<file path="config.mk">
export PLATFORM = sky130hd
export DESIGN_NAME = lalarm_top
export DESIGN_NICKNAME = d
export VERILOG_FILES = /design/src/shared/lalarm_pkg.sv /design/src/core/lalarm_tick_div.sv /design/src/core/lalarm_qual_timer.sv /design/src/core/lalarm_top.sv
export SDC_FILE = /design/constraint.sdc
export NUM_CORES = 1
export LEC_CHECK = 0
export ABC_AREA = 1
export BUFFER_PORTS_ARGS = -buffer_cell sky130_fd_sc_hd__buf_2
export CORE_UTILIZATION = 50
export DETAILED_ROUTE_END_ITERATION = 8
export GPL_TIMING_DRIVEN = 0
export HOLD_SLACK_MARGIN = 0.1
export PLACE_DENSITY = 0.74
export SYNTH_ARGS = -nofsm -noshare
export SYNTH_HDL_FRONTEND = slang
export SYNTH_SLANG_ARGS = --single-unit
</file>
<file path="constraint.sdc">
create_clock -name clk -period 1.7 [get_ports clk]
set_input_delay 0.255 -clock clk [delete_from_list [all_inputs] [get_ports clk]]
set_output_delay 0.255 -clock clk [all_outputs]
set_load 0.03 [all_outputs]
</file>
<file path="src/shared/lalarm_pkg.sv">
// Purpose: Constants and types of the line alarm status block.
// Assumes: A 50 MHz system clock and a 32-bit APB register bus.
// Notes: Byte address of a register is four times its index.
`default_nettype none
package lalarm_pkg;
    localparam int LALARM_CLK_HZ      = 50_000_000;
    localparam int LALARM_TICK_US     = 1000;
    localparam int LALARM_TICK_CYCLES = LALARM_CLK_HZ / 1_000_000 * LALARM_TICK_US;
    localparam int LALARM_QUAL_TIME_S = 5;
    localparam int LALARM_QUAL_TICKS  = LALARM_QUAL_TIME_S * 1_000_000 / LALARM_TICK_US;

    localparam logic [4:0] LALARM_IDX_LOOP_CTRL = 5'h03;
    localparam logic [4:0] LALARM_IDX_IRQ_EN    = 5'h04;
    localparam logic [4:0] LALARM_IDX_LIVE      = 5'h05;
    localparam logic [4:0] LALARM_IDX_CHANGE    = 5'h06;

    localparam logic [1:0] LALARM_LOOP_CTRL_RST = 2'h0;
    localparam logic [7:0] LALARM_IRQ_EN_RST    = 8'h00;
    localparam logic [6:0] LALARM_CHANGE_RST    = 7'h00;

    localparam int LALARM_BIT_GIE  = 7;
    localparam int LALARM_BIT_LOOP = 3;
    localparam int LALARM_NSRC     = 7;

    typedef enum logic [1:0] {
        LALARM_LC_OFF,
        LALARM_LC_MANUAL,
        LALARM_LC_WAIT_UP,
        LALARM_LC_LOOPED
    } lalarm_lc_state_t;
endpackage
`default_nettype wire

</file>
<file path="src/core/lalarm_tick_div.sv">
// Purpose: Divides the system clock into a one-cycle tick enable.
// Assumes: DIV is at least two.
// Notes: The tick is a pulse, one cycle in every DIV.
`default_nettype none
module lalarm_tick_div
    import lalarm_pkg::*;
#(
    parameter int DIV = LALARM_TICK_CYCLES
) (
    input  wire logic clk,
    input  wire logic rst_n,
    output var  logic tick
);
    localparam int CW = $clog2(DIV);
    localparam logic [CW-1:0] LAST = CW'(DIV - 1);

    logic [CW-1:0] count_reg;

    always_ff @(posedge clk) begin
        if (!rst_n) begin
            count_reg <= '0;
            tick      <= 1'b0;
        end else begin
            tick      <= (count_reg == LAST);
            count_reg <= (count_reg == LAST) ? '0 : count_reg + 1'b1;
        end
    end
endmodule
`default_nettype wire

</file>
<file path="src/core/lalarm_qual_timer.sv">
// Purpose: Qualifies a pattern that stays present for a whole period.
// Assumes: tick is a one-cycle enable from the divider.
// Notes: Counts LIMIT+1 ticks so a partial first tick never shortens the wait.
`default_nettype none
module lalarm_qual_timer
    import lalarm_pkg::*;
#(
    parameter int LIMIT = LALARM_QUAL_TICKS
) (
    input  wire logic clk,
    input  wire logic rst_n,
    input  wire logic tick,
    input  wire logic present,
    output var  logic qualified
);
    localparam int CW = $clog2(LIMIT + 2);
    localparam logic [CW-1:0] TOP = CW'(LIMIT + 1);

    logic [CW-1:0] count_reg;

    always_ff @(posedge clk) begin
        if (!rst_n) begin
            count_reg <= '0;
            qualified <= 1'b0;
        end else if (!present) begin
            count_reg <= '0;
            qualified <= 1'b0;
        end else begin
            if (tick && count_reg != TOP) begin
                count_reg <= count_reg + 1'b1;
            end
            qualified <= (count_reg == TOP);
        end
    end
endmodule
`default_nettype wire

</file>
<file path="src/core/lalarm_top.sv">
// Purpose: Receive alarm status, loop-code detection and change status.
// Assumes: Detector inputs are levels synchronous to clk.
// Notes: APB slave with one wait state on every access.
// Notes on behaviour
// Mode select 01 or 10 means manual loop-code detection.
// Manual: flag sets after loop-up or loop-down present over 5 s.
// Manual: flag holds while code arrives, drops once it stops.
// Manual: every flag edge is an interrupt when enabled.
// Mode 11 clears the flag on entry and watches for loop-up.
// Auto: loop-up over 5 s sets flag, loop-back, then watch loop-down.
// Auto: flag stays set while remote loop-back is active.
// Auto: loop-down over 5 s ends loop-back, clears flag, interrupts.
// Auto: any flag change is an interrupt.
// Live all-ones alarm in status bit 2, edges interrupt.
// Live signal loss in status bit 1, edges interrupt.
// Live pattern sync in status bit 0, edges interrupt.
// Change bit 6 marks a driver fault change since read.
// Change bit 5 marks a jitter buffer limit change since read.
// Change bit 4 marks a line code error change since read.
// Change bit 3 marks a loop-code flag change since read.
// Change bit 2 marks an all-ones alarm change since read.
// Change bit 1 marks a signal loss change since read.
// Change bit 0 marks a pattern sync change since read.
// Reading change status returns bits and clears them; reset zero.
// Interrupt output only while global enable bit 7 is set.
`default_nettype none
module lalarm_top
    import lalarm_pkg::*;
#(
    parameter int TICK_CYCLES = LALARM_TICK_CYCLES,
    parameter int QUAL_TICKS  = LALARM_QUAL_TICKS
) (
    input  wire logic        clk,
    input  wire logic        rst_n,
    input  wire logic        psel,
    input  wire logic        penable,
    input  wire logic        pwrite,
    input  wire logic [7:0]  paddr,
    input  wire logic [31:0] pwdata,
    output var  logic [31:0] prdata,
    output var  logic        pready,
    output var  logic        pslverr,
    input  wire logic        loop_up_det,
    input  wire logic        loop_down_det,
    input  wire logic        all_ones_alarm_flag,
    input  wire logic        rx_signal_lost_flag,
    input  wire logic        test_pattern_sync_flag,
    input  wire logic        driver_fault_flag,
    input  wire logic        jitter_buffer_limit_flag,
    input  wire logic        line_code_error_flag,
    output var  logic        network_loop_code_flag,
    output var  logic        remote_loopback,
    output var  logic        irq_n
);
    logic                    tick;
    logic                    up_q;
    logic                    down_q;
    logic [1:0]              mode_reg;
    logic [7:0]              irq_en_reg;
    logic [6:0]              change_reg;
    logic [6:0]              change_next;
    logic [6:0]              live_prev_reg;
    logic [6:0]              live_now;
    logic [6:0]              change_set;
    lalarm_lc_state_t        lc_state_reg;
    logic                    mode_manual;
    logic                    mode_auto;
    logic                    access;
    logic                    xfer_done;
    logic [4:0]              idx;
    logic                    aligned;
    logic                    hit_ctrl;
    logic                    hit_en;
    logic                    hit_live;
    logic                    hit_change;
    logic                    mapped;
    logic                    rd_change;
    logic [7:0]              rd_value;

    lalarm_tick_div #(
        .DIV (TICK_CYCLES)
    ) u_div (
        .clk   (clk),
        .rst_n (rst_n),
        .tick  (tick)
    );

    lalarm_qual_timer #(
        .LIMIT (QUAL_TICKS)
    ) u_up_timer (
        .clk       (clk),
        .rst_n     (rst_n),
        .tick      (tick),
        .present   (loop_up_det),
        .qualified (up_q)
    );

    lalarm_qual_timer #(
        .LIMIT (QUAL_TICKS)
    ) u_down_timer (
        .clk       (clk),
        .rst_n     (rst_n),
        .tick      (tick),
        .present   (loop_down_det),
        .qualified (down_q)
    );

    // Bus decode.
    assign access    = psel && penable;
    assign xfer_done = access && pready;
    assign idx       = paddr[6:2];
    assign aligned   = (paddr[1:0] == 2'h0) && !paddr[7];

    always_comb begin
        hit_ctrl   = 1'b0;
        hit_en     = 1'b0;
        hit_live   = 1'b0;
        hit_change = 1'b0;
        if (!aligned) begin
            hit_ctrl = 1'b0;
        end else if (idx == LALARM_IDX_LOOP_CTRL) begin
            hit_ctrl = 1'b1;
        end else if (idx == LALARM_IDX_IRQ_EN) begin
            hit_en = 1'b1;
        end else if (idx == LALARM_IDX_LIVE) begin
            hit_live = 1'b1;
        end else if (idx == LALARM_IDX_CHANGE) begin
            hit_change = 1'b1;
        end
    end

    assign mapped    = hit_ctrl || hit_en || hit_live || hit_change;
    assign rd_change = xfer_done && !pwrite && hit_change;

    always_comb begin
        rd_value = 8'h00;
        if (hit_ctrl) begin
            rd_value = {6'h00, mode_reg};
        end else if (hit_en) begin
            rd_value = irq_en_reg;
        end else if (hit_live) begin
            rd_value = {1'b0, live_now};
        end else if (hit_change) begin
            rd_value = {1'b0, change_reg};
        end
    end

    // One wait state: read data and error are loaded at the first access edge.
    always_ff @(posedge clk) begin
        if (!rst_n) begin
            pready  <= 1'b0;
            prdata  <= 32'h0000_0000;
            pslverr <= 1'b0;
        end else begin
            pready <= access && !pready;
            if (access && !pready) begin
                prdata  <= pwrite ? 32'h0000_0000 : {24'h00_0000, rd_value};
                pslverr <= !mapped;
            end
        end
    end

    always_ff @(posedge clk) begin
        if (!rst_n) begin
            mode_reg   <= LALARM_LOOP_CTRL_RST;
            irq_en_reg <= LALARM_IRQ_EN_RST;
        end else if (xfer_done && pwrite) begin
            if (hit_ctrl) begin
                mode_reg <= pwdata[1:0];
            end else if (hit_en) begin
                irq_en_reg <= pwdata[7:0];
            end
        end
    end

    // Loop-code detection.
    assign mode_manual = mode_reg[1] ^ mode_reg[0];
    assign mode_auto   = mode_reg[1] && mode_reg[0];

    always_ff @(posedge clk) begin
        if (!rst_n) begin
            lc_state_reg           <= LALARM_LC_OFF;
            network_loop_code_flag <= 1'b0;
            remote_loopback        <= 1'b0;
        end else if (mode_manual) begin
            lc_state_reg           <= LALARM_LC_MANUAL;
            network_loop_code_flag <= up_q || down_q;
            remote_loopback        <= 1'b0;
        end else if (mode_auto) begin
            case (lc_state_reg)
                LALARM_LC_WAIT_UP: begin
                    if (up_q) begin
                        lc_state_reg           <= LALARM_LC_LOOPED;
                        network_loop_code_flag <= 1'b1;
                        remote_loopback        <= 1'b1;
                    end
                end
                LALARM_LC_LOOPED: begin
                    if (down_q) begin
                        lc_state_reg           <= LALARM_LC_WAIT_UP;
                        network_loop_code_flag <= 1'b0;
                        remote_loopback        <= 1'b0;
                    end else begin
                        network_loop_code_flag <= 1'b1;
                    end
                end
                default: begin
                    lc_state_reg           <= LALARM_LC_WAIT_UP;
                    network_loop_code_flag <= 1'b0;
                    remote_loopback        <= 1'b0;
                end
            endcase
        end else begin
            lc_state_reg           <= LALARM_LC_OFF;
            network_loop_code_flag <= 1'b0;
            remote_loopback        <= 1'b0;
        end
    end

    // Change status: a set in the clearing cycle survives, and only the bits
    // already returned to software are cleared.
    assign live_now = {driver_fault_flag, jitter_buffer_limit_flag,
                       line_code_error_flag, network_loop_code_flag,
                       all_ones_alarm_flag, rx_signal_lost_flag,
                       test_pattern_sync_flag};
    assign change_set = live_now ^ live_prev_reg;

    generate
        for (genvar i = 0; i < LALARM_NSRC; i++) begin : g_change
            always_comb begin
                change_next[i] = change_reg[i];
                if (rd_change && prdata[i]) begin
                    change_next[i] = 1'b0;
                end
                if (change_set[i]) begin
                    change_next[i] = 1'b1;
                end
            end
        end
    endgenerate

    always_ff @(posedge clk) begin
        if (!rst_n) begin
            live_prev_reg <= 7'h00;
            change_reg    <= LALARM_CHANGE_RST;
        end else begin
            live_prev_reg <= live_now;
            change_reg    <= change_next;
        end
    end

    always_ff @(posedge clk) begin
        if (!rst_n) begin
            irq_n <= 1'b1;
        end else begin
            irq_n <= !(irq_en_reg[LALARM_BIT_GIE] &&
                       |(change_reg & irq_en_reg[6:0]));
        end
    end
endmodule
`default_nettype wire

</file>
======== After elaboration in Yosys (flattened, before gate mapping) ========
Index checks and enable logic that the tools add are counted.
operators by class
  add/subtract/negate cells ............... 3
  equal/unequal tests ..................... 15
  mux-type cells .......................... 45
  bitwise operators ....................... 6
  reduce and logical (&&, ||, !) cells .... 44
operators by type and width
  operator                                                                number
  1-bit two-way mux                                                       35
  13-bit by 1-bit adder with 13-bit output (second input constant)        2
  13-bit equality test (second input constant)                            2
  13-bit != test (second input constant)                                  2
  8-bit two-way mux                                                       3
  1-bit logical AND                                                       18
  16-bit by 1-bit adder with 16-bit output (second input constant)        1
  16-bit equality test (second input constant)                            1
  5-bit by 3-bit equality test with 1-bit output (second input constant)  3
  7-bit two-way mux                                                       2
  2-bit nonzero test                                                      7
  2-bit AND reduction                                                     5
  4-bit by 3-bit != test with 1-bit output (second input constant)        2
  7-bit AND                                                               1
  7-bit OR reduction                                                      1
  7-bit XOR                                                               1
  5-bit by 2-bit equality test with 1-bit output (second input constant)  1
  1-bit zero test                                                         5
  2-bit equality test (second input constant)                             2
  1-bit logical OR                                                        4
  2-bit two-way mux                                                       2
  2-bit by 1-bit != test with 1-bit output (second input constant)        2
  1-bit case mux with 2 select lines                                      2
  2-bit case mux with 2 select lines                                      1
  6 further kinds                                                         8
word-level totals
  flip-flop bits (word level) ............. 108
  input port bits ......................... 53
  output and inout bits ................... 37
  logic and storage cells ................. 137

======== Longest topological paths before layout ========
Gate-level depths: netlist of run 1.
  depth in word-level cells ............... 11
  depth in mapped cells ................... 11
  mapped depth without buffers ............ 10

======== Cells and area by module ========
A second synthesis of run 1 with hierarchy kept.
second synthesis, totals
  cell total of the unflattened synthesis .. 692
  area, all modules ....................... 4797.1 µm²
by module, submodules not included
  module             times used  cells each  area an instance (µm²)  sequential area each (µm²)
  lalarm_top         1           300         2170.8                  780.7
  lalarm_qual_timer  2           130         854.6                   280.3
  lalarm_tick_div    1           132         917.1                   340.3

======== Worst setup path before layout of run 1 ========
No wires, ideal clock.
  kind .................................... register to register
  start point ............................. reg u_div.count_reg[0]
  end point ............................... reg u_div.count_reg[12]
  arrival ................................. 1.252 ns
  slack ................................... 0.326 ns
  cell stages (with the launch flop) ...... 10
  clock period less this slack ............ 1.374 ns
  cell sequence ........................... dfxtp_1 -> ha_1 -> nand2_1 -> inv_1 -> nand2_2 -> nor2_1 -> nand4_1 -> nand2_2 -> buf_6 -> a21oi_1
on the way
  longest elaborated chain between the ends .. 2
RTL lines
  item                                                                              RTL line               text
  from (decl)                                                                       lalarm_tick_div.sv:17  logic [CW-1:0] count_reg;
  from (signal assigned)                                                            lalarm_tick_div.sv:25  count_reg <= (count_reg == LAST) ? '0 : count_reg + 1'b1;
  branches (longest 2 deep; another with 16-bit by 1-bit adder with 16-bit output)  -
Parallel ways; which one is timed is not known.
A chain may end at the register's enable or synchronous reset.

======== Worst setup path in the final report of run 1 ========
  start point ............................. reg u_div.count_reg[1]
  end point ............................... reg u_div.count_reg[12]
The elaborated chain is that of the path after synthesis.

==> impl_metrics.env, run 1 <==
export IMPL_numClockSinks=84
export IMPL_drtIter0Drc=192
export IMPL_cap_violations=0
export IMPL_cts_root_buf="clkbuf_8"
export IMPL_use_met2_pct=38.1
export IMPL_multi_input_area_mm2=0.00233
export IMPL_worst_slew_pin_slew_ns=0.613
export IMPL_final_area_mm2=0.00516
export IMPL_synth_edf_count=0
export IMPL_layout_common_cells="nand2_1 (156), dfxtp_1 (83), inv_1 (63)"
export IMPL_synth_ff_type="dfxtp_1"
export IMPL_vias=4041
export IMPL_finalHoldViolCount=0
export IMPL_p_int_uw=2990
export IMPL_cts_buffers=9
export IMPL_synthArstFlopShare_pct=0
export IMPL_regArea_mm2=0.00168
export IMPL_cts_buffer_depth=2
export IMPL_crit_type="reg2reg"
export IMPL_start_kind="register"
export IMPL_ant_nets=0
export IMPL_coreArea_mm2=0.00868
export IMPL_cts_tree="built"
export IMPL_use_met1_pct=25.0
export IMPL_power_frac_comb_pct=8.2
export IMPL_worstPathRequired_ns=1.94
export IMPL_grt_pass1_wl_mm=15.6
export IMPL_dr_pass1_iters=4
export IMPL_cp_end_kind="register"
export IMPL_die_w_um=96.4
export IMPL_fmax_ghz=0.636
export IMPL_power_density_mw_per_mm2=761
export IMPL_fillCellCount=794
export IMPL_nets=760
export IMPL_status="completed"
export IMPL_leakagePower_uw=0.00209
export IMPL_maxSlewHeadroom_pct=59.0
export IMPL_min_path_type="in2reg"
export IMPL_clkSlewWorstSetupHoldPaths_ns=0.08
export IMPL_n_antenna_cell=0
export IMPL_grt_usage_pct=21.6
export IMPL_io_pins=90
export IMPL_seq_area_frac_synth_pct=37.7
export IMPL_place_hpwl_mm=7.09
export IMPL_overflow=0
export IMPL_h_tree_depth=3
export IMPL_grtUsageMet3_pct=4.38
export IMPL_largest_reg_flops=16
export IMPL_rows=34
export IMPL_top_usage_layer="met2"
export IMPL_p_sw_uw=939
export IMPL_placed_cell_area_mm2=0.00488
export IMPL_finClkSkew_ns=0.00933
export IMPL_crit_arrival_ns=1.81
export IMPL_insertion_delay_ns=0.36
export IMPL_vdd_ir_drop_max_uv=404
export IMPL_fin_crit_sh_pct=92.4
export IMPL_routabilityCongestion=0.953
export IMPL_total_power_uw=3930
export IMPL_die_area_mm2=0.00929
export IMPL_drc=0
export IMPL_mostFrequentLayoutCell="nand2_1"
export IMPL_worst_path_max_fanout=10
export IMPL_grt_pass1_vias=3665
export IMPL_syn_inst=622
export IMPL_wl_per_cell_um=11.6
export IMPL_drive_above_1_share_pct=19.8
export IMPL_min_period_ns=1.57
export IMPL_swShare_pct=23.9
export IMPL_finalSetupViolations=0
export IMPL_ys_warn_count=0
export IMPL_avgViaCountPerCell=4.96
export IMPL_synth_cell_type_count=42
export IMPL_synthToLayoutAreaGrowth_pct=15.7
export IMPL_port_buffers=40
export IMPL_syn_area_mm2=0.00446
export IMPL_p_seq_share_pct=51.4
export IMPL_slew_viol_final=0
export IMPL_finalWirelength_mm=9.43
export IMPL_synth_avg_cell_area_um2=7.17
export IMPL_start_util_pct=51.4
export IMPL_clkPwrFrac_pct=40.4
export IMPL_die_y_um=96.4
export IMPL_synth_seq_cells=84
export IMPL_grt_max_degree=15
export IMPL_grt_antenna_before_repair=0
==> power groups by stage <==
stage	Clock [µW]	Combinational [µW]	Sequential, µW
2_1_floorplan	0	230	2060
3_3_place_gp	0	306	2060
3_5_place_dp	0	311	2060
4_1_cts	1630	314	2020
5_1_grt	1710	353	2020
6_report	1590	320	2020
==> what timing repair did <==
action	4_1_cts	5_1_grt
hold endpoints to repair	1	0
hold buffers	1	0
resized for setup	0	4
buffers inserted	0	4
setup endpoints to repair	0	23
==> cell type report <==
type                       count  share of cell area, %
multi-input combinational    453                   45.1
clock inverter                 5                   1.65
tap                          108                   2.62
sequential                    84                   32.6
buffer                        36                   5.36
clock buffer                  11                   2.74
timing repair buffer          45                   4.66
inverter                      72                   5.24
==> stage by stage <==
step / util, % / setup TNS (ns) / hold WS [ns] / setup WS [ns] / cells
CTS: 58.9 / 0 / 0.106 / 0.100 / 810
finish: 59.4 / 0 / 0.116 / 0.129 / 814
detailed placement: 56.2 / 0 / 0.431 / 0.119 / 793
global route: 59.4 / -0.00808 / 0.119 / -0.00808 / 814
global placement: 56.2 / 0 / 0.418 / 0.152 / 793
floorplan: - / 0 / 0.348 / 0.326 / 645
==> critical path: stages (launching register included) <==
cell	delay [ns]
dfxtp_1	0.35
ha_1	0.17
nand2_1	0.05
inv_1	0.08
nand2_2	0.08
nor2_1	0.14
nand4_1	0.21
nand2_4	0.17
buf_6	0.15
a21oi_1	0.04
==> metal layers <==
metal	share of wire, %	up-vias
met3	5.7	18
met4	2.5	0
met5	0	-
met1	44	1819
li1	-	2108
met2	48	96
==> path summary, 6_finish.rpt <==
check	start	endpoint	slack, ns	depth (start not counted)
min	jitter_buffer_limit_flag	live_prev_reg[5]	0.12	3
max	u_div.count_reg[1]	u_div.count_reg[12]	0.13	9
min reg2reg	u_div.count_reg[0]	u_div.count_reg[0]	0.43	1
max reg2reg	u_div.count_reg[1]	u_div.count_reg[12]	0.13	9
==> kinds of logic after synthesis <==
| group | count (synthesis) | synth area share (%) |
|---|---|---|
| AOI/OAI and AO/OA | 88 | 11.4 |
| xor gates and xnor gates | 26 | 5.11 |
| adders and majority gates | 6 | 1.68 |
| buffers and inverters | 108 | 12.3 |
| DFF | 84 | 37.7 |
| other | 1 | 0.0841 |
| and+or+nand+nor | 309 | 31.8 |
==> Yosys cell counts, types with 2 or more instances <==
cell type	number	area, µm²
and3_1	2	12.5
inv_1	63	236
nand4_1	9	56.3
o21ai_0	22	110
nor3_2	4	40.0
nor3_1	22	110
ha_1	6	75.1
dfxtp_1	84	1680
o21a_1	3	22.5
nor2_1	54	203
a21oi_2	11	96.3
inv_2	9	33.8
nor2_4	6	67.6
xnor2_1	10	87.6
xor2_1	16	140
buf_4	24	180
nand3_2	3	30.0
nand3_1	34	170
nand2_4	2	22.5
nand3b_1	3	22.5
a21oi_1	45	225
nand2_2	5	31.3
buf_1	2	7.51
clkbuf_1	2	7.51
nand2_1	156	586
nor2_2	4	25.0
a211oi_1	2	15.0
buf_6	5	56.3
Note: power is estimated with default switching activity, not from simulation.
==> inputs of run 2 (changes only) <==
- PLACE_DENSITY: 0.74 -> 0.73
- SYNTH_HIERARCHICAL: default -> 1
==> impl_metrics.env, run 2 <==
export IMPL_syn_inst=692
export IMPL_cts_tree="built"
export IMPL_cts_buffer_depth=2
export IMPL_final_setup_tns_ns=0
export IMPL_synth_cell_type_count=39
export IMPL_ys_warn_count=6
export IMPL_dr_pass1_iters=4
export IMPL_crit_chain="ha_1 -> inv_1 -> nor2_1 -> nand2_1 -> nor2_1 -> nand3_1 -> nand2_1 -> inv_1 -> nor2_1"
export IMPL_r2r_start="u_up_timer/count_reg[0]"
export IMPL_yosys_area_top_type="dfxtp_1"
export IMPL_h_tree_depth=3
export IMPL_r2r_setup_slack_ns=0.23
export IMPL_finalSetupViolations=0
export IMPL_final_area_mm2=0.00548
export IMPL_hold_start="test_pattern_sync_flag"
export IMPL_min_path_type="in2reg"
export IMPL_total_power_uw=3840
export IMPL_mostFrequentLayoutCell="nand2_1"
export IMPL_grt_max_degree=16
export IMPL_cp_end_kind="register"
export IMPL_largest_reg_flops=16
export IMPL_critPathMaxStageDelay_ns=0.42
export IMPL_crit_type="reg2reg"
export IMPL_r2r_end="u_up_timer/count_reg[10]"
export IMPL_finalHoldViolCount=0
export IMPL_post_cts_resized=0
export IMPL_insertion_delay_ns=0.38
export IMPL_drc=0
export IMPL_maxSlewHeadroom_pct=61.6
export IMPL_path_buf_inv=2
export IMPL_place_inst=885
export IMPL_vias=4287
export IMPL_avgViaCountPerCell=4.74
export IMPL_start_util_pct=51.7
export IMPL_overflow=0
export IMPL_drtIter0Drc=130
export IMPL_synth_ff_type="dfxtp_1"
export IMPL_cts_setup_buffers=0
export IMPL_hold_path_depth=3
export IMPL_routabilityCongestion=0.853
export IMPL_crit_arrival_ns=1.77
export IMPL_min_to="live_prev_reg[0]"
export IMPL_cts_root_buf="clkbuf_8"
export IMPL_power_frac_comb_pct=8.8
export IMPL_leakagePower_uw=0.00236
export IMPL_placed_cell_area_mm2=0.00525
export IMPL_slew_viol_final=0
export IMPL_grt_pass1_vias=3963
export IMPL_synthToLayoutAreaGrowth_pct=14.2
export IMPL_n_antenna_cell=0
export IMPL_grt_pass1_wl_mm=17.1
export IMPL_clkSlewWorstSetupHoldPaths_ns=0.09
export IMPL_fmax_ghz=0.682
export IMPL_finClkSkew_ns=0.0152
export IMPL_die_y_um=100
export IMPL_p_int_uw=2810
export IMPL_vdd_ir_drop_max_uv=461
export IMPL_cap_violations=0
export IMPL_rsz0062_at_grt="false"
export IMPL_synth_seq_cells=84
export IMPL_syn_area_mm2=0.00480
export IMPL_yosysMostFrequentCell="nand2_1"
export IMPL_grt_usage_pct=21.4
export IMPL_critical_path_top_delay_family="simple AND/OR/NAND/NOR gates"
export IMPL_min_period_ns=1.47
export IMPL_yosys_top_cells_area="dfxtp_1 (35%), nand2_1 (14%), inv_1 (6.3%), nor2_1 (6.1%), a21oi_1 (4.1%)"
export IMPL_grt_antenna_before_repair=0
export IMPL_reg2reg_depth=9
export IMPL_drive_above_1_share_pct=20.9
export IMPL_io_pins=90
export IMPL_synthArstFlopShare_pct=0
export IMPL_finalWirelength_mm=10.1
export IMPL_place_hpwl_mm=7.44
export IMPL_synth_avg_cell_area_um2=6.93
export IMPL_cts_buffers=9
export IMPL_p_sw_uw=1020
export IMPL_port_buffers=41
export IMPL_crit_slowest_cell="dfxtp_1"
export IMPL_die_w_um=100
export IMPL_wl_per_cell_um=11.2
export IMPL_worst_slew_pin_slew_ns=0.575
export IMPL_yosysTopAreaCellShare_pct=35.1
export IMPL_p_seq_share_pct=52.6
export IMPL_coreArea_mm2=0.00928
export IMPL_nets=829
export IMPL_die_area_mm2=0.00999
export IMPL_synthTopCellsByCount="nand2_1 (176), dfxtp_1 (84), inv_1 (81), nor2_1 (78)"
export IMPL_synth_edf_count=0
export IMPL_worst_path_max_fanout=5
export IMPL_fin_cells=904
export IMPL_start_kind="register"
export IMPL_ant_nets=0
export IMPL_rows=35
export IMPL_path_common_cell="nor2_1"
export IMPL_clkPwrFrac_pct=38.6
export IMPL_layout_common_cells="nand2_1 (176), dfxtp_1 (84), inv_1 (81)"
export IMPL_fin_crit_sh_pct=86.2
export IMPL_worstPathRequired_ns=2.01
export IMPL_status="completed"
export IMPL_power_density_mw_per_mm2=700
export IMPL_numClockSinks=84
export IMPL_swShare_pct=26.7
export IMPL_seq_area_frac_synth_pct=35.1
run 2: repair_timing:
| item | CTS | global route |
|---|---|---|
| hold buffers | 3 | 0 |
| hold endpoints to repair | 3 | 0 |
| endpoints found under the setup margin | 0 | 0 |
run 2: layout make-up:
| class | instances | area, µm² |
|---|---|---|
| buffer | 34 | 273 |
| clock buffer | 10 | 128 |
| clock inverter | 6 | 71.3 |
| fill | 892 | 3800 |
| inverter | 99 | 383 |
| multi-input combinational | 498 | 2550 |
| sequential | 84 | 1680 |
| tap | 129 | 161 |
| timing repair buffer | 44 | 235 |
run 2: routing by layer:
layer	up-vias	wire length, µm	global-route usage, %
met5	-	0	0
met4	0	163	7.92
met3	14	419	4.74
met2	80	4840	38.0
met1	1924	4700	25.1
li1	2269	-	-
run 2: how the worst max path moves through the flow:
stage                                   start                          to  slack, ns  cells after the start
finish                u_up_timer/count_reg[0]    u_up_timer/count_reg[10]       0.23                      9
CTS                   u_up_timer/count_reg[0]    u_up_timer/count_reg[10]       0.24                      9
floorplan                              pready                 mode_reg[0]       0.25                      7
detailed placement                   paddr[6]               change_reg[2]       0.15                      7
global route        u_down_timer/count_reg[0]  u_down_timer/count_reg[12]       0.06                      9
global placement                     paddr[6]               change_reg[2]       0.18                      7
run 2: worst register-to-register path: cells and delay by family, from the launching register on:
family	cells	cell delay, ns
AND/OR/NAND/NOR	6	0.66
flip-flops	1	0.42
adder cells (fa/ha/maj)	1	0.24
buffers and inverters	2	0.09
run 2: power groups by stage:
stage                     registers [µW]  clock network (µW)  logic, µW
after floorplan                     2060                   0        243
after global placement              2060                   0        325
after detailed placement            2070                   0        331
after CTS                           2020                1500        337
after global routing                2020                1600        369
final                               2020                1480        338
run 2: cell families (layout without fill, tap and decap cells):
logic type,count (synthesis),after routing,synth area share [%]
AND/OR/NAND/NOR,381,381,38.7
buffers and inverters,133,193,13.7
flip-flops,84,84,35.1
AO/OA/AOI/OAI,66,66,7.12
XOR/XNOR,21,21,3.83
adder cells (fa/ha/maj),6,6,1.56
other,1,24,0.0782
run 2: stage by stage:
step | hold slack, ns | setup WS, ns | util, %
after floorplan | 0.348 | 0.252 | -
after detailed placement | 0.414 | 0.153 | 56.5
after CTS | 0.108 | 0.236 | 59.0
final | 0.108 | 0.234 | 59.0
after global placement | 0.414 | 0.176 | 56.5
after global routing | 0.115 | 0.0633 | 59.0
==> inputs of run 3 (changes only) <==
- CORE_UTILIZATION: 50 -> 31
- PLACE_DENSITY: 0.73 -> default
==> impl_metrics.env, run 3 (same netlist as run 2, synthesis figures left out) <==
export IMPL_power_density_mw_per_mm2=758
export IMPL_rsz0062_at_grt="false"
export IMPL_final_area_mm2=0.00561
export IMPL_worstPathRequired_ns=1.98
export IMPL_worst_slew_pin_slew_ns=0.541
export IMPL_cts_buffer_depth=2
export IMPL_nets=826
export IMPL_grt_max_degree=15
export IMPL_wl_per_cell_um=10.4
export IMPL_insertion_delay_ns=0.34
export IMPL_swShare_pct=25.1
export IMPL_h_tree_depth=3
export IMPL_p_int_uw=3190
export IMPL_clkSlewWorstSetupHoldPaths_ns=0.06
export IMPL_placed_cell_area_mm2=0.00532
export IMPL_p_seq_share_pct=47.5
export IMPL_cts_root_buf="clkbuf_16"
export IMPL_place_inst=944
export IMPL_port_buffers=41
export IMPL_fin_cells=960
export IMPL_min_period_ns=1.42
export IMPL_drc=0
export IMPL_coreArea_mm2=0.0151
export IMPL_grt_usage_pct=13.2
export IMPL_vias=4182
export IMPL_synthToLayoutAreaGrowth_pct=17.0
export IMPL_cts_setup_buffers=0
export IMPL_fin_ws_ns=0.276
export IMPL_start_util_pct=31.7
export IMPL_start_kind="register"
export IMPL_n_antenna_cell=0
export IMPL_power_frac_comb_pct=7.8
export IMPL_vdd_ir_drop_max_uv=420
export IMPL_dr_pass1_iters=5
export IMPL_layout_common_cells="nand2_1 (176), dfxtp_1 (84), inv_1 (81)"
export IMPL_cap_violations=0
export IMPL_maxSlewHeadroom_pct=63.9
export IMPL_final_core_util_pct=37.1
export IMPL_routabilityCongestion=0.785
export IMPL_overflow=0
export IMPL_ant_nets=0
export IMPL_fin_crit_sh_pct=83.8
export IMPL_die_y_um=126
export IMPL_leakagePower_uw=0.00239
export IMPL_post_cts_resized=0
export IMPL_cts_buffers=9
export IMPL_die_w_um=126
export IMPL_die_area_mm2=0.0160
export IMPL_grt_pass1_wl_mm=17.1
export IMPL_grt_antenna_before_repair=0
export IMPL_p_sw_uw=1070
export IMPL_crit_type="reg2reg"
export IMPL_status="completed"
export IMPL_clkPwrFrac_pct=44.7
export IMPL_finalWirelength_mm=9.96
export IMPL_cts_tree="built"
export IMPL_crit_arrival_ns=1.71
export IMPL_avgViaCountPerCell=4.36
export IMPL_rows=45
export IMPL_min_path_type="in2reg"
export IMPL_finalHoldViolCount=0
export IMPL_io_pins=90
export IMPL_cts_hold_buf=0
export IMPL_drtIter0Drc=322
export IMPL_finClkSkew_ns=0.00581
export IMPL_finalSetupViolations=0
export IMPL_worst_path_max_fanout=5
export IMPL_mostFrequentLayoutCell="nand2_1"
export IMPL_final_setup_tns_ns=0
export IMPL_r2r_setup_slack_ns=0.28
export IMPL_place_hpwl_mm=7.46
export IMPL_slew_viol_final=0
export IMPL_grt_pass1_vias=3605
export IMPL_drive_above_1_share_pct=21.1
export IMPL_numClockSinks=84
export IMPL_fmax_ghz=0.702
export IMPL_post_place_ws_ns=0.178
export IMPL_largest_reg_flops=16
export IMPL_cp_end_kind="register"
run 3: cell types whose count changed in the layout (fill, tap and decap cells not counted), sizes merged:
| cell | before | now |
|---|---|---|
| bufinv | 1 | 0 |
| clkbuf | 14 | 15 |
| clkinv | 4 | 5 |
| clkinvlp | 2 | 3 |
| dlygate4sd3 | 3 | 0 |
| inv | 98 | 96 |
run 3: power by group through the flow:
stage	registers [µW]	clock network (µW)	logic [µW]
after floorplan	2060	0	243
after global placement	2060	0	331
after detailed placement	2060	0	333
after CTS	2020	1970	334
after global routing	2020	2050	362
final	2020	1900	332
run 3: metal layers:
layer,global-route usage [%],vias up,wire [µm]
met3,1.81,12,304
li1,-,2266,-
met5,0,-,0
met1,17.5,1838,4980
met4,5.53,0,153
met2,21.4,66,4520
run 3: layout make-up:
class	instances	area [µm²]
sequential	84	1680
inverter	99	383
timing repair buffer	41	205
fill	1608	9530
tap	188	235
clock buffer	11	253
buffer	34	273
multi-input combinational	498	2550
clock inverter	5	36.3
run 3: worst paths after layout:
check	startpoint	end	depth (start not counted)
max	u_down_timer/count_reg[0]	u_down_timer/count_reg[10]	9
min	line_code_error_flag	live_prev_reg[4]	3
max reg2reg	u_down_timer/count_reg[0]	u_down_timer/count_reg[10]	9
min reg2reg	irq_en_reg[7]	irq_n	1
run 3: per-stage QoR:
stage	hold slack [ns]	total power [µW]
3_5_place_dp	0.412	2400
6_report	0.135	4250
4_1_cts	0.124	4320
3_3_place_gp	0.411	2400
2_1_floorplan	0.348	2310
5_1_grt	0.135	4440
run 3: critical path, cell delays in order (launching register included):
cell,delay [ns]
dfxtp_1,0.40
ha_1,0.23
inv_1,0.05
nor2_1,0.16
nand2_1,0.12
nor2_1,0.14
nand3_1,0.09
nand2_1,0.06
inv_1,0.03
nor2_1,0.08
